$ cat src/global_ctrl_map.vh
// Register map, field positions, reset values and timing constants
// for the global control bank of the switch.
// Assumes it is included by bare name from files under src/.
`ifndef GLOBAL_CTRL_MAP_VH
`define GLOBAL_CTRL_MAP_VH

// ----------------------------------------------------------------------
// Register offsets
// ----------------------------------------------------------------------
`define ADDR_VID_STORM_HIGH 8'h06
`define ADDR_STORM_LOW 8'h07
`define ADDR_FACTORY_A 8'h08
`define ADDR_FACTORY_B 8'h09
`define ADDR_FACTORY_C 8'h0a
`define ADDR_CLK_LED_PWR 8'h0b

// ----------------------------------------------------------------------
// Reset values
// ----------------------------------------------------------------------
`define RST_STORM_HIGH 3'h0
`define RST_STORM_LOW 8'h4a
`define RST_FACTORY_A 8'h00
`define RST_FACTORY_B 8'h4c
`define RST_FACTORY_C 8'h00
`define RDATA_ZERO 8'h00

// ----------------------------------------------------------------------
// Field positions
// ----------------------------------------------------------------------
`define BIT_NULL_VID_REPL 3
`define FLD_STORM_HIGH_MSB 2
`define FLD_STORM_HIGH_LSB 0
`define BIT_THIRD_EDGE 7
`define BIT_FOURTH_EDGE 6
`define BIT_POWER_SAVE 3
`define BIT_LED_MODE 1
`define BIT_READ_EDGE 0

// ----------------------------------------------------------------------
// Identifier and timing constants
// ----------------------------------------------------------------------
`define VID_NULL 12'h000
`define CLK_KHZ 25000
`define WINDOW_FAST_MS 50
`define WINDOW_SLOW_MS 500
`define STRAP_SETTLE 2'h3

`endif

$ cat src/sync_2ff.v
// Two flip-flop synchroniser for levels arriving from pins.
// Assumes the input is a slow level such as a strap.
module sync_2ff #(
    parameter WIDTH = 1
) (
    // Clock and control
    input wire clk_i,
    input wire ce_i,
    // Asynchronous level in, synchronised level out
    input wire [WIDTH-1:0] async_i,
    output wire [WIDTH-1:0] sync_o
);

    reg [WIDTH-1:0] meta_q;
    reg [WIDTH-1:0] sync_q;

    always @(posedge clk_i) begin
        if (ce_i) begin
            meta_q <= async_i;
            sync_q <= meta_q;
        end
    end

    assign sync_o = sync_q;

endmodule // sync_2ff

$ cat src/storm_port_meter.v
// Broadcast storm meter for one input port: counts 64-byte blocks in a
// timed window and drops blocks beyond the threshold.
// Assumes speed and block strobes come from logic on the same clock.
`include "global_ctrl_map.vh"

module storm_port_meter #(
    parameter WIN_W = 24,
    parameter [WIN_W-1:0] FAST_CYCLES = 24'h13_12d0,
    parameter [WIN_W-1:0] SLOW_CYCLES = 24'hbe_bc20
) (
    // Clock, reset and enable
    input wire clk_i,
    input wire rst_n_i,
    input wire ce_i,
    // Port state and threshold
    input wire fast_speed_i,
    input wire [10:0] threshold_i,
    input wire block_seen_i,
    // Results
    output reg block_drop_o,
    output reg limited_o
);

    localparam [WIN_W-1:0] ONE = 1;
    localparam [WIN_W-1:0] TIMER_ZERO = 0;

    reg [WIN_W-1:0] timer_q;
    reg [10:0] count_q;
    wire window_end;
    wire [10:0] count_base;
    wire accept;

    assign window_end = (timer_q == TIMER_ZERO);
    // A new window starts from zero blocks.
    assign count_base = window_end ? 11'h000 : count_q;
    assign accept = (count_base < threshold_i);

    always @(posedge clk_i) begin
        if (!rst_n_i) begin
            timer_q <= TIMER_ZERO;
            count_q <= 11'h000;
            block_drop_o <= 1'b0;
            limited_o <= 1'b0;
        end else if (ce_i) begin
            if (window_end) begin
                // Window length follows the port's present speed.
                timer_q <= fast_speed_i ? FAST_CYCLES - ONE
                                        : SLOW_CYCLES - ONE;
            end else begin
                timer_q <= timer_q - ONE;
            end
            if (block_seen_i && accept) begin
                count_q <= count_base + 11'h001;
            end else begin
                count_q <= count_base;
            end
            block_drop_o <= block_seen_i && !accept;
            limited_o <= !accept;
        end
    end

endmodule // storm_port_meter

$ cat src/switch_global_control_bank.v
// Global control registers 0x06 to 0x0b of the switch and the logic
// they steer: null VLAN-ID replacement, broadcast storm limiting,
// reduced MII sampling edges, PHY power save, LED mode, read edge.
// Assumes the serial management port drives the register strobes on
// clk_i and that the LED mode strap pin is asynchronous.
`include "global_ctrl_map.vh"

// Summary of operation
// - Bit 3 set replaces null VLAN ID with port default VID.
// - Storm threshold is 11 bits: high three from 0x06, low byte 0x07.
// - Window lasts 50 ms at 100 Mbit, 500 ms at 10 Mbit; restarts.
// - Threshold resets to 000 high bits and 0x4A low byte.
// - Factory test registers read 0x00, 0x4C, 0x00 and ignore writes.
// - Clocking bit 6 set samples fourth port reduced MII on falling edge.
// - Bit 1 picks LED mode; reset value taken from strap pin.
// - Bit 0 set launches management read data on rising edge.
module switch_global_control_bank #(
    parameter NUM_PORTS = 4,
    parameter NUM_PHYS = 2,
    parameter [23:0] FAST_WINDOW_CYCLES =
        `WINDOW_FAST_MS * `CLK_KHZ,
    parameter [23:0] SLOW_WINDOW_CYCLES =
        `WINDOW_SLOW_MS * `CLK_KHZ
) (
    // Clock, reset and enable
    input wire clk_i,
    input wire rst_n_i,
    input wire ce_i,
    // Register access from the serial management port
    input wire [7:0] reg_addr_i,
    input wire [7:0] reg_wdata_i,
    input wire reg_wr_i,
    input wire reg_rd_i,
    output reg [7:0] reg_rdata_o,
    output reg reg_rvalid_o,
    // VLAN identifier path
    input wire vid_valid_i,
    input wire [11:0] vid_in_i,
    input wire [11:0] port_default_vid_i,
    output reg vid_valid_o,
    output reg [11:0] vid_out_o,
    // Broadcast storm metering per input port
    input wire [NUM_PORTS-1:0] fast_port_speed_i,
    input wire [NUM_PORTS-1:0] block_seen_i,
    output wire [NUM_PORTS-1:0] block_drop_o,
    output wire [NUM_PORTS-1:0] storm_limited_o,
    // PHY status for the port LEDs
    input wire [NUM_PHYS-1:0] phy_link_i,
    input wire [NUM_PHYS-1:0] phy_act_i,
    input wire [NUM_PHYS-1:0] phy_fast_i,
    input wire [NUM_PHYS-1:0] phy_full_duplex_i,
    output reg [NUM_PHYS-1:0] port_led_first_o,
    output reg [NUM_PHYS-1:0] port_led_second_o,
    // Strap pin
    input wire led_mode_strap_pin_i,
    // Control levels to the rest of the switch
    output wire third_port_reduced_mii_neg_edge_o,
    output wire fourth_port_reduced_mii_neg_edge_o,
    output wire phy_power_save_o,
    output wire led_mode_o,
    output wire smi_read_rising_edge_o,
    output wire [10:0] storm_threshold_o
);

    // ------------------------------------------------------------------
    // Register state
    // ------------------------------------------------------------------
    reg null_vid_repl_q;
    reg [2:0] storm_high_q;
    reg [7:0] storm_low_q;
    reg third_edge_q;
    reg fourth_edge_q;
    reg power_save_q;
    reg led_mode_q;
    reg read_edge_q;
    reg [1:0] strap_cnt_q;
    reg strap_done_q;
    reg [7:0] rdata_d;
    reg [11:0] vid_out_d;
    wire strap_sync;
    wire wr_vid;
    wire wr_low;
    wire wr_clk;
    wire [10:0] threshold;

    // ------------------------------------------------------------------
    // Write decode
    // ------------------------------------------------------------------
    // The factory test offsets decode to no write enable at all, so
    // those registers keep their fixed values whatever software sends.
    assign wr_vid = reg_wr_i && (reg_addr_i == `ADDR_VID_STORM_HIGH);
    assign wr_low = reg_wr_i && (reg_addr_i == `ADDR_STORM_LOW);
    assign wr_clk = reg_wr_i && (reg_addr_i == `ADDR_CLK_LED_PWR);

    // ------------------------------------------------------------------
    // Strap capture
    // ------------------------------------------------------------------
    sync_2ff #(
        .WIDTH(1)
    ) u_strap_sync (
        .clk_i(clk_i),
        .ce_i(ce_i),
        .async_i(led_mode_strap_pin_i),
        .sync_o(strap_sync)
    );

    // ------------------------------------------------------------------
    // Register writes
    // ------------------------------------------------------------------
    // The strap is loaded once the synchroniser has settled after
    // reset; a software write to 0x0b before that point wins and ends the wait.
    always @(posedge clk_i) begin
        if (!rst_n_i) begin
            null_vid_repl_q <= 1'b0;
            storm_high_q <= `RST_STORM_HIGH;
            storm_low_q <= `RST_STORM_LOW;
            third_edge_q <= 1'b0;
            fourth_edge_q <= 1'b0;
            power_save_q <= 1'b0;
            led_mode_q <= 1'b0;
            read_edge_q <= 1'b0;
            strap_cnt_q <= 2'h0;
            strap_done_q <= 1'b0;
        end else if (ce_i) begin
            if (!strap_done_q) begin
                if (strap_cnt_q == `STRAP_SETTLE) begin
                    led_mode_q <= strap_sync;
                    strap_done_q <= 1'b1;
                end else begin
                    strap_cnt_q <= strap_cnt_q + 2'h1;
                end
            end
            if (wr_vid) begin
                null_vid_repl_q <= reg_wdata_i[`BIT_NULL_VID_REPL];
                storm_high_q <= reg_wdata_i[`FLD_STORM_HIGH_MSB:
                                            `FLD_STORM_HIGH_LSB];
            end
            if (wr_low) begin
                storm_low_q <= reg_wdata_i;
            end
            if (wr_clk) begin
                third_edge_q <= reg_wdata_i[`BIT_THIRD_EDGE];
                fourth_edge_q <= reg_wdata_i[`BIT_FOURTH_EDGE];
                power_save_q <= reg_wdata_i[`BIT_POWER_SAVE];
                led_mode_q <= reg_wdata_i[`BIT_LED_MODE];
                read_edge_q <= reg_wdata_i[`BIT_READ_EDGE];
                strap_done_q <= 1'b1;
            end
        end
    end

    // ------------------------------------------------------------------
    // Register reads
    // ------------------------------------------------------------------
    // Reserved bits and unmapped offsets read as zero.
    always @* begin
        rdata_d = `RDATA_ZERO;
        case (reg_addr_i)
            `ADDR_VID_STORM_HIGH: begin
                rdata_d[`BIT_NULL_VID_REPL] = null_vid_repl_q;
                rdata_d[`FLD_STORM_HIGH_MSB:`FLD_STORM_HIGH_LSB] =
                    storm_high_q;
            end
            `ADDR_STORM_LOW: begin
                rdata_d = storm_low_q;
            end
            `ADDR_FACTORY_A: begin
                rdata_d = `RST_FACTORY_A;
            end
            `ADDR_FACTORY_B: begin
                rdata_d = `RST_FACTORY_B;
            end
            `ADDR_FACTORY_C: begin
                rdata_d = `RST_FACTORY_C;
            end
            `ADDR_CLK_LED_PWR: begin
                rdata_d[`BIT_THIRD_EDGE] = third_edge_q;
                rdata_d[`BIT_FOURTH_EDGE] = fourth_edge_q;
                rdata_d[`BIT_POWER_SAVE] = power_save_q;
                rdata_d[`BIT_LED_MODE] = led_mode_q;
                rdata_d[`BIT_READ_EDGE] = read_edge_q;
            end
            default: begin
                rdata_d = `RDATA_ZERO;
            end
        endcase
    end

    // Read data is captured only on a read strobe and then holds, so a
    // read and a write in one cycle return the old value.
    always @(posedge clk_i) begin
        if (!rst_n_i) begin
            reg_rdata_o <= `RDATA_ZERO;
            reg_rvalid_o <= 1'b0;
        end else if (ce_i) begin
            reg_rvalid_o <= reg_rd_i;
            if (reg_rd_i) begin
                reg_rdata_o <= rdata_d;
            end
        end
    end

    // ------------------------------------------------------------------
    // Null VLAN identifier replacement
    // ------------------------------------------------------------------
    // The outgoing identifier holds between valid pulses, so the frame
    // path may sample it late. Only an all-zero identifier is replaced;
    // any other value passes through untouched.
    always @* begin
        vid_out_d = vid_out_o;
        if (vid_valid_i) begin
            if (null_vid_repl_q && (vid_in_i == `VID_NULL)) begin
                vid_out_d = port_default_vid_i;
            end else begin
                vid_out_d = vid_in_i;
            end
        end
    end

    always @(posedge clk_i) begin
        if (!rst_n_i) begin
            vid_valid_o <= 1'b0;
            vid_out_o <= `VID_NULL;
        end else if (ce_i) begin
            vid_valid_o <= vid_valid_i;
            vid_out_o <= vid_out_d;
        end
    end

    // ------------------------------------------------------------------
    // Broadcast storm metering
    // ------------------------------------------------------------------
    // All ports share one threshold, but each meter keeps its own window
    // so ports running at different speeds are measured apart.
    assign threshold = {storm_high_q, storm_low_q};

    genvar p;
    generate
        for (p = 0; p < NUM_PORTS; p = p + 1) begin : g_storm
            storm_port_meter #(
                .WIN_W(24),
                .FAST_CYCLES(FAST_WINDOW_CYCLES),
                .SLOW_CYCLES(SLOW_WINDOW_CYCLES)
            ) u_meter (
                .clk_i(clk_i),
                .rst_n_i(rst_n_i),
                .ce_i(ce_i),
                .fast_speed_i(fast_port_speed_i[p]),
                .threshold_i(threshold),
                .block_seen_i(block_seen_i[p]),
                .block_drop_o(block_drop_o[p]),
                .limited_o(storm_limited_o[p])
            );
        end
    endgenerate

    // ------------------------------------------------------------------
    // Port LEDs
    // ------------------------------------------------------------------
    // Activity blinks a lit link LED off.
    genvar l;
    generate
        for (l = 0; l < NUM_PHYS; l = l + 1) begin : g_led
            reg first_d;
            reg second_d;

            always @* begin
                if (led_mode_q) begin
                    first_d = phy_full_duplex_i[l];
                    second_d = phy_link_i[l] && phy_fast_i[l] &&
                        !phy_act_i[l];
                end else begin
                    first_d = phy_fast_i[l];
                    second_d = phy_link_i[l] && !phy_act_i[l];
                end
            end

            always @(posedge clk_i) begin
                if (!rst_n_i) begin
                    port_led_first_o[l] <= 1'b0;
                    port_led_second_o[l] <= 1'b0;
                end else if (ce_i) begin
                    port_led_first_o[l] <= first_d;
                    port_led_second_o[l] <= second_d;
                end
            end
        end
    endgenerate

    // ------------------------------------------------------------------
    // Control levels
    // ------------------------------------------------------------------
    // The levels come straight from the register bits, so a write takes
    // effect on the same clock edge that takes it.
    assign third_port_reduced_mii_neg_edge_o = third_edge_q;
    assign fourth_port_reduced_mii_neg_edge_o = fourth_edge_q;
    assign phy_power_save_o = power_save_q;
    assign led_mode_o = led_mode_q;
    assign smi_read_rising_edge_o = read_edge_q;
    assign storm_threshold_o = threshold;

endmodule // switch_global_control_bank

$ cat config.mk
export PLATFORM = sky130hd
export DESIGN_NAME = switch_global_control_bank
export DESIGN_NICKNAME = d
export VERILOG_FILES = /design/src/sync_2ff.v /design/src/storm_port_meter.v /design/src/switch_global_control_bank.v
export VERILOG_INCLUDE_DIRS = /design/src /design/src/src
export SDC_FILE = /design/constraint.sdc
export NUM_CORES = 1
export LEC_CHECK = 0
export ABC_CLOCK_PERIOD_IN_PS = 4400
export BUFFER_PORTS_ARGS = -buffer_cell sky130_fd_sc_hd__buf_2
export CORE_ASPECT_RATIO = 2
export CORE_MARGIN = 8
export CORE_UTILIZATION = 29
export CTS_CLUSTER_SIZE = 40
export DETAILED_ROUTE_END_ITERATION = 16
export PLACE_DENSITY = 0.44
export SYNTH_ARGS = -nofsm -noshare
export SYNTH_HDL_FRONTEND = slang
export SYNTH_SLANG_ARGS = --single-unit
$ cat constraint.sdc
create_clock -name clk_i -period 4.4 [get_ports clk_i]
set_input_delay 0 -clock clk_i [delete_from_list [all_inputs] [get_ports clk_i]]
set_output_delay 0 -clock clk_i [all_outputs]
set_load 0.03 [all_outputs]
==> summary.md, run 1 <==
| Metric | Value |
|---|---|
| CTS tree | built |
| Gr busiest metal | met2 |
| RR Endpoint | g_storm[2].u_meter.count_q[10]$_SDFFE_PN0P_ |
| PwrDens | 537 nW/um2 |
| Number of buffers created by CTS | 17 |
| Number of global-route vias before repair | 10.8k |
| Mean post-synth cell area | 7.82 um2 |
| #FFs+latches synth | 196 |
| Netlist cell types | 79 |
| Worst-path cell chain | or4_1, or3_1, or4_4, and2_1, ha_1, a21o_1, a21o_1, a211oi_1, buf_4, and3_1, nand4_1, nor3_2, nand3_1, mux2i_1 |
| Post-DP HPWL | 26.6 mm |
| First-pass GRT wire length | 58.4 mm |
| Filler Cell Count | 3904 |
| H-tree levels | 4 |
| Top post-synthesis cells by area | dfxtp_1 36%, a21oi_1 6.2%, nor2_1 5.5%, nand2_1 5.2%, ha_1 4.7% |
| Share of the synthesized area in the top cell type | 35.6% |
| Worst path depth | 14 |
| Final hold violations | 0 |
| Final hold slack | 0.0801 ns |
| DRC Markers | 0 |
| Hold Crit Class | in -> reg |
| Layout Utilization | 35.4% |
| Synth Area in Simple Gates | 28.2% |
| Post-Syn Instances | 1394 |
| Wirelength, routed | 36.6 mm |
| Register area | 3940 um2 |
| Initial DRC Count | 437 |
| Setup TNS | 0 ns |
| Area occupied by multi-input gates | 6480 um2 |
| Clock slew at reported path FFs | 0.08 ns |
| CP required | 4.74 ns |
| Clk root buf | clkbuf_16 |
| Worst Tran Pin Value | 1.22 ns |
| Top_reg_cell synth | dfxtp_1 |
| CP startpoint | g_storm[2].u_meter.timer_q[18]$_SDFFE_PN0P_ |
| Worst R2R Path Depth | 14 |
| # diodes | 0 |
| Slew Limit Fails | 0 |
| Period utilization | 93.5% |
| Max Fclk | 243 MHz |
| Async set or reset register ratio after synthesis | 0% |
| Met3 Usage GRT | 2.77% |
| Rows | 100 |
| Outcome | complete, no violations |
| Die height | 290 um |
| VDD IR-drop max | 0.277 mV |
| Setup slack, reg-to-reg | 0.28 ns |
| CTS Buffer Depth | 2 |
| Crit-path max FO | 10 |
| Synth Cell Area | 10900 um2 |
| M2 GR Usage | 32.8% |
| Critical Path Sink | g_storm[2].u_meter.count_q[10]$_SDFFE_PN0P_ |
| CP peak stage delay | 0.59 ns |
| Rel. slew slack | 18.3% |
| NumNets Final | 1648 |
| Mux cell area share after synthesis | 2.43% |
| ANT nets after route | 0 |
| Post-Synth Adder-Cell Area | 4.80% |
| Vias per Instance | 5.31 |
| GRT Resource Usage Total | 16.5% |
| Clock sinks | 196 |
| Initial antenna violation count | 0 |
| Compound-Gate Fraction of Synth Area | 20.3% |
| Net count after synthesis | 1498 |
| Gpl congestion | 0.857 |
| Vias | 10.7k |
| CP max-delay cell | or4_1 |
| IO buf count | 112 |
| Worst EP arrival | 4.46 ns |
| Bufs and invs on worst path | 1 |
| Crit end category | register |
| Main combinational cell family by area after synthesis | simple AND/OR/NAND/NOR gates |
| Setup Skew | 0.0114 ns |
| Post-Synth XOR/XNOR Area | 3.54% |
| Largest net degree at the start of global routing | 81 |
| Synth Warn # | 0 |
| Initial Util | 29.3% |
| CP dominant cell by count | a21o_1 |
| Met1 usage | 16.3% |
| Startpoint Class | register |
| Critical path type | reg -> reg |
| Gr ovfl total | 0 |
| EDFF count, synth | 2 |
| Layout area overhead | 20.6% |
| Setup-failing EPs final | 0 |
| Area leader, netlist | dfxtp_1 |
| P_leak | 0.00539 uW |
| # Max-Cap Violations | 0 |
| DRT Pass-1 Iters | 4 |
| Die area | 44400 um2 |
| Unrepaired setup endpoints after global routing | yes |
| CORE AREA | 37200 um2 |
| Die Wd | 153 um |
| Post-layout min period | 4.12 ns |
| Sequential share of the synthesized area | 36.2% |
| WL/cell | 18.2 um |
| Clock Latency Late Sink | 0.46 ns |
| # IOs | 113 |
| Total power | 7060 uW |
| Layout cells sized above 1 | 14.3% |
| Top delay family on crit path | simple AND/OR/NAND/NOR gates |
| R2r startpoint | g_storm[2].u_meter.timer_q[18]$_SDFFE_PN0P_ |
[report_power, final]
group	internal (uW)	switching (uW)
clock network	751	814
logic	1180	1870
registers	2100	338
[routing by layer]
layer	vias up	share of wire [%]
met3	53	2.6
met2	170	57
met4	0	2.5
li1	5325	-
met5	-	0
met1	5157	38
[synthesized netlist by cell type, types with 9 or more instances]
cell	count
mux2i_1	25
xor2_1	16
and2_1	39
nor3_1	54
nand3_1	44
dfxtp_1	194
ha_1	41
inv_1	46
nand4_1	40
and3_1	11
xnor2_1	28
nor2_1	159
or4_1	13
nor4_1	26
o21ai_0	93
a21oi_1	136
a31oi_1	17
a21o_1	14
nand2_1	151
o21a_1	11
nor2b_1	9
a211oi_1	14
or3_1	15
clkbuf_1	56
[what timing repair did]
| item | 4_1_cts | 5_1_grt |
|---|---|---|
| hold endpoints to repair | 68 | 0 |
| hold buffers | 53 | 0 |
| gates resized for setup | 0 | 4 |
| buffers inserted | 0 | 0 |
| endpoints found under the setup margin | 0 | 20 |
[area by class of cell]
| type | count | share of cell area [%] |
|---|---|---|
| multi-input combinational | 1076 | 49.3 |
| clock buffer | 17 | 3.24 |
| clock inverter | 14 | 1.01 |
| tap | 459 | 4.37 |
| sequential | 196 | 30.0 |
| inverter | 46 | 1.33 |
| timing repair buffer | 207 | 10.7 |
[cell families after synthesis]
family,Yosys count
buf+inv,122
fa+ha+maj,42
mux,26
simple gates,609
xor+xnor,44
compound gates,355
flops,196
[how the worst min path moves through the flow]
stage	from	endpoint	slack, ns	depth (start not counted)
after detailed placement	led_mode_strap_pin_i	u_strap_sync.meta_q$_DFFE_PP_	0.18	1
after global placement	led_mode_strap_pin_i	u_strap_sync.meta_q$_DFFE_PP_	0.18	1
after global routing	reg_addr_i[2]	reg_rdata_o[3]$_SDFFE_PN0P_	0.09	5
after floorplan	led_mode_strap_pin_i	u_strap_sync.meta_q$_DFFE_PP_	0.1	0
after CTS	reg_addr_i[3]	reg_rdata_o[3]$_SDFFE_PN0P_	0.04	5
final	reg_addr_i[2]	reg_rdata_o[3]$_SDFFE_PN0P_	0.08	5
[stage by stage]
| stage | std cells | area [um2] | setup WS [ns] |
|---|---|---|---|
| after CTS | 2015 | 13100 | 0.0739 |
| after floorplan | 1394 | 10900 | 0.219 |
| after global routing | 2015 | 13100 | -0.0838 |
| final | 2015 | 13100 | 0.284 |
| after global placement | 1931 | 12000 | 0.142 |
| after detailed placement | 1931 | 12000 | 0.116 |
[flip-flops by register name, indices dropped and copies added (netlist names), 3 cells and up]
name                          cells
g_storm.u_meter.block_drop_o      4
g_storm.u_meter.count_q          44
g_storm.u_meter.limited_o         4
g_storm.u_meter.timer_q          96
reg_rdata_o                       8
storm_high_q                      3
storm_low_q                       8
vid_out_o                        12
[cells in the final DEF, fill, tap and decap left out, types with 40 or more instances in the layout]
cell type,n
nand2_1,151
a21oi_1,136
o21ai_0,93
buf_4,43
dlygate4sd3_1,53
nor3_1,53
nor2_1,159
dfxtp_1,194
ha_1,41
buf_2,111
inv_1,44
nand4_1,40
nand3_1,44
[worst register-to-register path, cell delays in order, from the launching register on]
cell      delay [ns]
dfxtp_1         0.37
or4_1           0.59
or3_1           0.36
or4_4           0.58
and2_1          0.20
ha_1            0.29
a21o_1          0.16
a21o_1          0.18
a211oi_1        0.30
buf_4           0.18
and3_1          0.14
nand4_1         0.11
nor3_2          0.24
nand3_1         0.15
mux2i_1         0.15
Power figures use the tool's default switching activity.
==> run 2, diff against run 1 <==
--- a/config.mk
+++ b/config.mk
@@ -6,14 +6,14 @@
 export SDC_FILE = /design/constraint.sdc
 export NUM_CORES = 1
 export LEC_CHECK = 0
-export ABC_CLOCK_PERIOD_IN_PS = 4400
+export ABC_CLOCK_PERIOD_IN_PS = 4690
 export BUFFER_PORTS_ARGS = -buffer_cell sky130_fd_sc_hd__buf_2
 export CORE_ASPECT_RATIO = 2
 export CORE_MARGIN = 8
 export CORE_UTILIZATION = 29
 export CTS_CLUSTER_SIZE = 40
 export DETAILED_ROUTE_END_ITERATION = 16
-export PLACE_DENSITY = 0.44
+export PLACE_DENSITY = 0.42
 export SYNTH_ARGS = -nofsm -noshare
 export SYNTH_HDL_FRONTEND = slang
 export SYNTH_SLANG_ARGS = --single-unit
==> constraint.sdc (replaced) <==
create_clock -name clk_i -period 4.69 [get_ports clk_i]
set_input_delay 0 -clock clk_i [delete_from_list [all_inputs] [get_ports clk_i]]
set_output_delay 0 -clock clk_i [all_outputs]
set_load 0.03 [all_outputs]
==> summary.md, run 2 (synthesized netlist as in run 1, its figures left out) <==
| Metric | Value |
|---|---|
| Final hold violations | 0 |
| NumNets Final | 1637 |
| CP required | 5.06 ns |
| First-pass GRT wire length | 59.2 mm |
| Combinational power share | 42.2% |
| Outcome | complete, no violations |
| Initial Util | 29.3% |
| CTS Buffer Depth | 2 |
| Slew Limit Fails | 0 |
| Register area | 3940 um2 |
| Startpoint Class | register |
| Gr ovfl total | 0 |
| Initial DRC Count | 341 |
| Setup-failing EPs final | 0 |
| Hold Path Sink | g_storm[2].u_meter.block_drop_o$_SDFFE_PN0P_ |
| Clock slew at reported path FFs | 0.08 ns |
| Wirelength, routed | 37.2 mm |
| Hold Crit Start | block_seen_i[2] |
| Hold path cells | 4 |
| Rows | 100 |
| Biggest regs | g_storm.u_meter.timer_q (96), g_storm.u_meter.count_q (44), vid_out_o (12) |
| Setup Skew | 0.0122 ns |
| Sw Share | 43.1% |
| Max reg flops | 96 |
| Post-layout min period | 4.35 ns |
| Clock sinks | 196 |
| DRC Markers | 0 |
| Period utilization | 92.8% |
| Flop pwr share | 34.6% |
| Post-DP HPWL | 27.4 mm |
| WL/cell | 18.6 um |
| Rel. slew slack | 29.6% |
| Worst-path cell chain | or4_1, or3_1, or4_1, and2_1, ha_1, o221ai_1, a2111oi_0, o21bai_1, a311oi_2, nor2_2, a31o_2, a21oi_1 |
| Worst R2R Path Depth | 12 |
| RR Endpoint | g_storm[2].u_meter.count_q[4]$_SDFFE_PN0P_ |
| CP max-delay cell | or4_1 |
| ANT nets after route | 0 |
| Post-DP Area | 12000 um2 |
| Die height | 290 um |
| Clk root buf | clkbuf_16 |
| Worst Tran Pin Value | 1.06 ns |
| Die Wd | 153 um |
| Filler Cell Count | 3906 |
| Clock share of power | 23.3% |
| Vias per Instance | 5.28 |
| VDD IR-drop max | 0.252 mV |
| Layout cells sized above 1 | 13.8% |
| Critical path type | reg -> reg |
| Worst EP arrival | 4.72 ns |
| # Max-Cap Violations | 0 |
| Largest net degree at the start of global routing | 88 |
| CP dominant cell by count | or4_1 |
| Number of global-route vias before repair | 10.8k |
| # IOs | 113 |
| Setup slack, reg-to-reg | 0.34 ns |
| Psw | 2850 uW |
| Top delay family on crit path | simple AND/OR/NAND/NOR gates |
| Layout Cells excl Fill | 2005 |
| Die area | 44400 um2 |
| Setup TNS | 0 ns |
| Leading cell types in the layout, fill and taps excluded | 194 x dfxtp_1, 159 x nor2_1, 151 x nand2_1 |
| H-tree levels | 4 |
| Post-CTS setup buffer count | 0 |
| Final hold slack | 0.00576 ns |
| CTS tree | built |
| Crit end category | register |
| IO buf count | 112 |
| Commonest non-fill, non-tap cell in the layout | dfxtp_1 |
| P_leak | 0.00536 uW |
| R2r startpoint | g_storm[2].u_meter.timer_q[18]$_SDFFE_PN0P_ |
| Area occupied by multi-input gates | 6470 um2 |
| Max Fclk | 230 MHz |
| # diodes | 0 |
| Setup WS pre-CTS | 0.397 ns |
| Internal Dissipation | 3770 uW |
| Number of buffers created by CTS | 17 |
| Unrepaired setup endpoints after global routing | no |
| CORE AREA | 37200 um2 |
| PwrDens | 505 nW/um2 |
| CP peak stage delay | 0.68 ns |
| Dpl cells | 1922 |
| Fin worst setup slack | 0.340 ns |
| Clock Latency Late Sink | 0.46 ns |
| Hold Crit Class | in -> reg |
| GRT Resource Usage Total | 16.8% |
| DRT Pass-1 Iters | 5 |
| Layout area overhead | 20.2% |
| Vias | 10.6k |
| Gpl congestion | 0.806 |
| Bufs and invs on worst path | 0 |
| Biggest register | g_storm.u_meter.timer_q |
| Initial antenna violation count | 0 |
| Crit-path max FO | 8 |
| Fin area | 13100 um2 |
## run 2: layer usage
metal | up-vias | routed length, um | track usage [%]
met3 | 42 | 898 | 2.55
met5 | - | 0 | 0
met1 | 5057 | 14100 | 16.5
li1 | 5323 | - | -
met2 | 163 | 21300 | 33.9
met4 | 0 | 869 | 6.09
## run 2: layout make-up
class                   instances  area share, %
well taps                     459           4.38
repair buffers                196           10.2
flip-flops and latches        196           30.1
clock inverters                15           1.38
inverters                      46           1.34
multi-input cells            1076           49.4
clock buffers                  17           3.25
## run 2: power by group through the flow
stage          Clock, uW  Sequential (uW)  Combinational (uW)
3_5_place_dp           0             2320                2770
4_1_cts             1590             2280                2820
3_3_place_gp           0             2310                2760
5_1_grt             1650             2340                3140
6_report            1540             2290                2790
2_1_floorplan          0             2260                1910
## run 2: worst min-delay path: cells and delay by family
kind | cells | cell delay (ns)
buffers and inverters | 1 | 0.08
AOI/OAI and AO/OA | 2 | 0.24
and+or+nand+nor | 1 | 0.10
## run 2: through the flow
step	util, %	power [uW]
2_1_floorplan	-	4170
3_3_place_gp	32.2	5070
3_5_place_dp	32.2	5090
4_1_cts	35.2	6690
5_1_grt	35.3	7130
6_report	35.3	6620
## run 2: timing repair
| action | 4_1_cts | 5_1_grt |
|---|---|---|
| hold endpoints to repair | 62 | 0 |
| gates resized for setup | 0 | 1 |
| hold buffers | 51 | 0 |
| setup endpoints to repair | 0 | 1 |
## run 2: worst max-delay path by stage
| stage | start | endpoint | slack (ns) | cells past startpoint |
|---|---|---|---|---|
| floorplan | g_storm[2].u_meter.timer_q[10]$_SDFFE_PN0P_ | g_storm[2].u_meter.count_q[7]$_SDFFE_PN0P_ | 0.51 | 16 |
| CTS | g_storm[2].u_meter.timer_q[18]$_SDFFE_PN0P_ | g_storm[2].u_meter.count_q[4]$_SDFFE_PN0P_ | 0.34 | 12 |
| detailed placement | g_storm[2].u_meter.timer_q[18]$_SDFFE_PN0P_ | g_storm[2].u_meter.count_q[4]$_SDFFE_PN0P_ | 0.40 | 12 |
| finish | g_storm[2].u_meter.timer_q[18]$_SDFFE_PN0P_ | g_storm[2].u_meter.count_q[4]$_SDFFE_PN0P_ | 0.34 | 12 |
| global route | g_storm[2].u_meter.timer_q[18]$_SDFFE_PN0P_ | g_storm[2].u_meter.count_q[4]$_SDFFE_PN0P_ | 0.01 | 12 |
| global placement | g_storm[2].u_meter.timer_q[18]$_SDFFE_PN0P_ | g_storm[2].u_meter.count_q[4]$_SDFFE_PN0P_ | 0.37 | 12 |
==> run 3, diff against run 2 <==
--- a/config.mk
+++ b/config.mk
@@ -16,4 +16,5 @@
 export PLACE_DENSITY = 0.42
 export SYNTH_ARGS = -nofsm -noshare
 export SYNTH_HDL_FRONTEND = slang
+export SYNTH_HIERARCHICAL = 1
 export SYNTH_SLANG_ARGS = --single-unit
==> summary.md, run 3 <==
| Metric | Value |
|---|---|
| Outcome | complete, no violations |
| Initial Util | 29.1% |
| CORE AREA | 39200 um2 |
| First-pass GRT wire length | 58.2 mm |
| Worst-path cell chain | or4_4, or3_4, or2_2, nand2_1, inv_1, ha_1, nor3b_1, a21o_1, a31oi_1, a31oi_1, a211o_1, or4_1, mux2_1 |
| DRT Pass-1 Iters | 6 |
| Layout Utilization | 34.9% |
| Dpl cells | 2039 |
| GRT Resource Usage Total | 15.7% |
| Crit-path max FO | 16 |
| CP dominant cell by count | a31oi_1 |
| Initial antenna violation count | 0 |
| Rel. slew slack | 29.7% |
| Final hold slack | 0.0694 ns |
| Die area | 46300 um2 |
| Filler Cell Count | 4175 |
| Unrepaired setup endpoints after global routing | no |
| Netlist cell types | 81 |
| Rows | 103 |
| Number of global-route vias before repair | 11.0k |
| Top post-synthesis cells by area | dfxtp_1 34%, nand2_1 5.8%, nor2_1 5.1%, ha_1 4.5%, a21oi_1 4.3% |
| Clock Latency Late Sink | 0.45 ns |
| H-tree levels | 4 |
| NumNets Final | 1695 |
| PwrDens | 514 nW/um2 |
| # diodes | 0 |
| Net count after synthesis | 1560 |
| Bufs and invs on worst path | 1 |
| WL/cell | 16.9 um |
| Initial DRC Count | 524 |
| Biggest register | g_storm.u_meter/timer_q |
| Worst Tran Pin Value | 1.05 ns |
| Die Wd | 156 um |
| Top_reg_cell synth | dfxtp_1 |
| Post-CTS setup buffer count | 0 |
| Period utilization | 91.9% |
| Count leader, synth | dfxtp_1 |
| Crit end category | register |
| Met1 usage | 18.6% |
| Vias | 11.2k |
| P_leak | 0.00566 uW |
| Final hold violations | 0 |
| Gpl congestion | 0.808 |
| Setup-failing EPs final | 0 |
| Clock slew at reported path FFs | 0.07 ns |
| Largest net degree at the start of global routing | 42 |
| Met3 Usage GRT | 2.40% |
| Area leader, netlist | dfxtp_1 |
| Leading cell types in the layout, fill and taps excluded | 194 x dfxtp_1, 176 x nand2_1, 155 x nor2_1 |
| ANT nets after route | 0 |
| Critical path type | reg -> reg |
| CTS Buffer Depth | 2 |
| Worst EP arrival | 4.65 ns |
| Post-layout min period | 4.31 ns |
| Post-DP HPWL | 25.4 mm |
| Share of the synthesized area in the top cell type | 34.1% |
| Layout area overhead | 19.8% |
| Layout Cells excl Fill | 2129 |
| Setup TNS | 0 ns |
| Clk root buf | clkbuf_16 |
| Synth Cell Area | 11400 um2 |
| # IOs | 113 |
| IO buf count | 112 |
| Post-Syn Instances | 1456 |
| Synth Warn # | 6 |
| DRC Markers | 0 |
| Hold Crit Class | in -> reg |
| Async set or reset register ratio after synthesis | 0% |
| CP required | 5.03 ns |
| Clock sinks | 196 |
| Gr busiest metal | met2 |
| Setup Skew | 0.0107 ns |
| Die height | 296 um |
| Vias per Instance | 5.24 |
| #FFs+latches synth | 196 |
| CTS tree | built |
| # Max-Cap Violations | 0 |
| CP peak stage delay | 0.56 ns |
| Max reg flops | 96 |
| CP max-delay cell | or4_4 |
| Sequential share of the synthesized area | 34.6% |
| EDFF count, synth | 2 |
| Max Fclk | 232 MHz |
| Startpoint Class | register |
| Layout cells sized above 1 | 13.3% |
| Number of buffers created by CTS | 17 |
| Wirelength, routed | 35.9 mm |
| Gr ovfl total | 0 |
| Top delay family on crit path | simple AND/OR/NAND/NOR gates |
| Slew Limit Fails | 0 |
| Mean post-synth cell area | 7.83 um2 |
| Post-synth top cells | 194 x dfxtp_1, 176 x nand2_1, 155 x nor2_1 |
| VDD IR-drop max | 0.305 mV |
| Commonest non-fill, non-tap cell in the layout | dfxtp_1 |
| M2 GR Usage | 28.2% |
| Biggest regs | g_storm.u_meter/timer_q (96), g_storm.u_meter/count_q (44), vid_out_o (12) |
==> run 3: cell types whose count changed after synthesis, sizes merged, moves of 9 or more <==
cell     delta
nand3      +42
a21oi      -40
inv        +30
nand2      +27
mux2i      +19
o21ai      -19
o2bb2ai    +12
nor4       +11
xnor2       -9
==> run 3: power breakdown <==
| group | switching [uW] | leakage [uW] | internal [uW] |
|---|---|---|---|
| registers | 378 | 0.00160 | 2010 |
| logic | 1890 | 0.00375 | 1150 |
| clock network | 680 | 0.000304 | 909 |
| total | 2950 | 0.00566 | 4070 |
==> run 3: cell type report <==
cell class / instances / area (um2) / area share, %
multi-input combinational: 1116 / 6900 / 50.5
sequential: 196 / 3940 / 28.9
timing repair buffer: 183 / 1240 / 9.11
tap: 525 / 657 / 4.81
clock buffer: 20 / 447 / 3.27
inverter: 77 / 289 / 2.12
clock inverter: 12 / 178 / 1.30
==> run 3: layer usage <==
metal | vias up | part of all wire, %
met4 | 0 | 1.9
met3 | 39 | 3.4
met2 | 214 | 50
met1 | 5380 | 45
met5 | - | 0
li1 | 5530 | -
==> run 3: final timing paths <==
| check | from | end | slack (ns) | depth (start not counted) |
|---|---|---|---|---|
| min reg2reg | u_strap_sync/meta_q$_DFFE_PP_ | u_strap_sync/sync_o$_DFFE_PP_ | 0.45 | 0 |
| max reg2reg | g_storm[0].u_meter/timer_q[5]$_SDFFE_PN0P_ | g_storm[0].u_meter/count_q[8]$_SDFFE_PN0P_ | 0.38 | 13 |
| min | reg_addr_i[5] | storm_high_q[2]$_SDFFE_PN0P_ | 0.07 | 4 |
| max | g_storm[0].u_meter/timer_q[5]$_SDFFE_PN0P_ | g_storm[0].u_meter/count_q[8]$_SDFFE_PN0P_ | 0.38 | 13 |
==> run 3: tightest hold or removal path: cells and delay by family <==
kind            cells  cell delay [ns]
simple gates        2             0.25
buf+inv             1             0.10
compound gates      1             0.13
==> run 3: logic make-up (layout without fill, tap and decap cells) <==
family                   after synthesis  count (layout)  share of synthesized area (%)
AND/OR/NAND/NOR                      668             668                           30.0
multiplexers                          47              47                           4.16
adder cells (fa/ha/maj)               45              45                           4.85
XOR/XNOR                              38              38                           2.92
AO/OA/AOI/OAI                        318             318                           18.6
flip-flops                           196             196                           34.6
buffers and inverters                144             292                           4.97
==> run 3: timing repair <==
action,in CTS,in global routing
hold endpoints to repair,60,0
hold buffers,58,0
gates resized for setup,0,0
==> run 3: metrics by stage <==
step                      power, uW  area (um2)  worst slack, ns
after floorplan                4630       11400            0.523
after global placement         5380       12500            0.414
after detailed placement       5420       12500            0.390
after CTS                      7090       13700            0.381
after global routing           7620       13700            0.174
final                          7030       13700            0.382
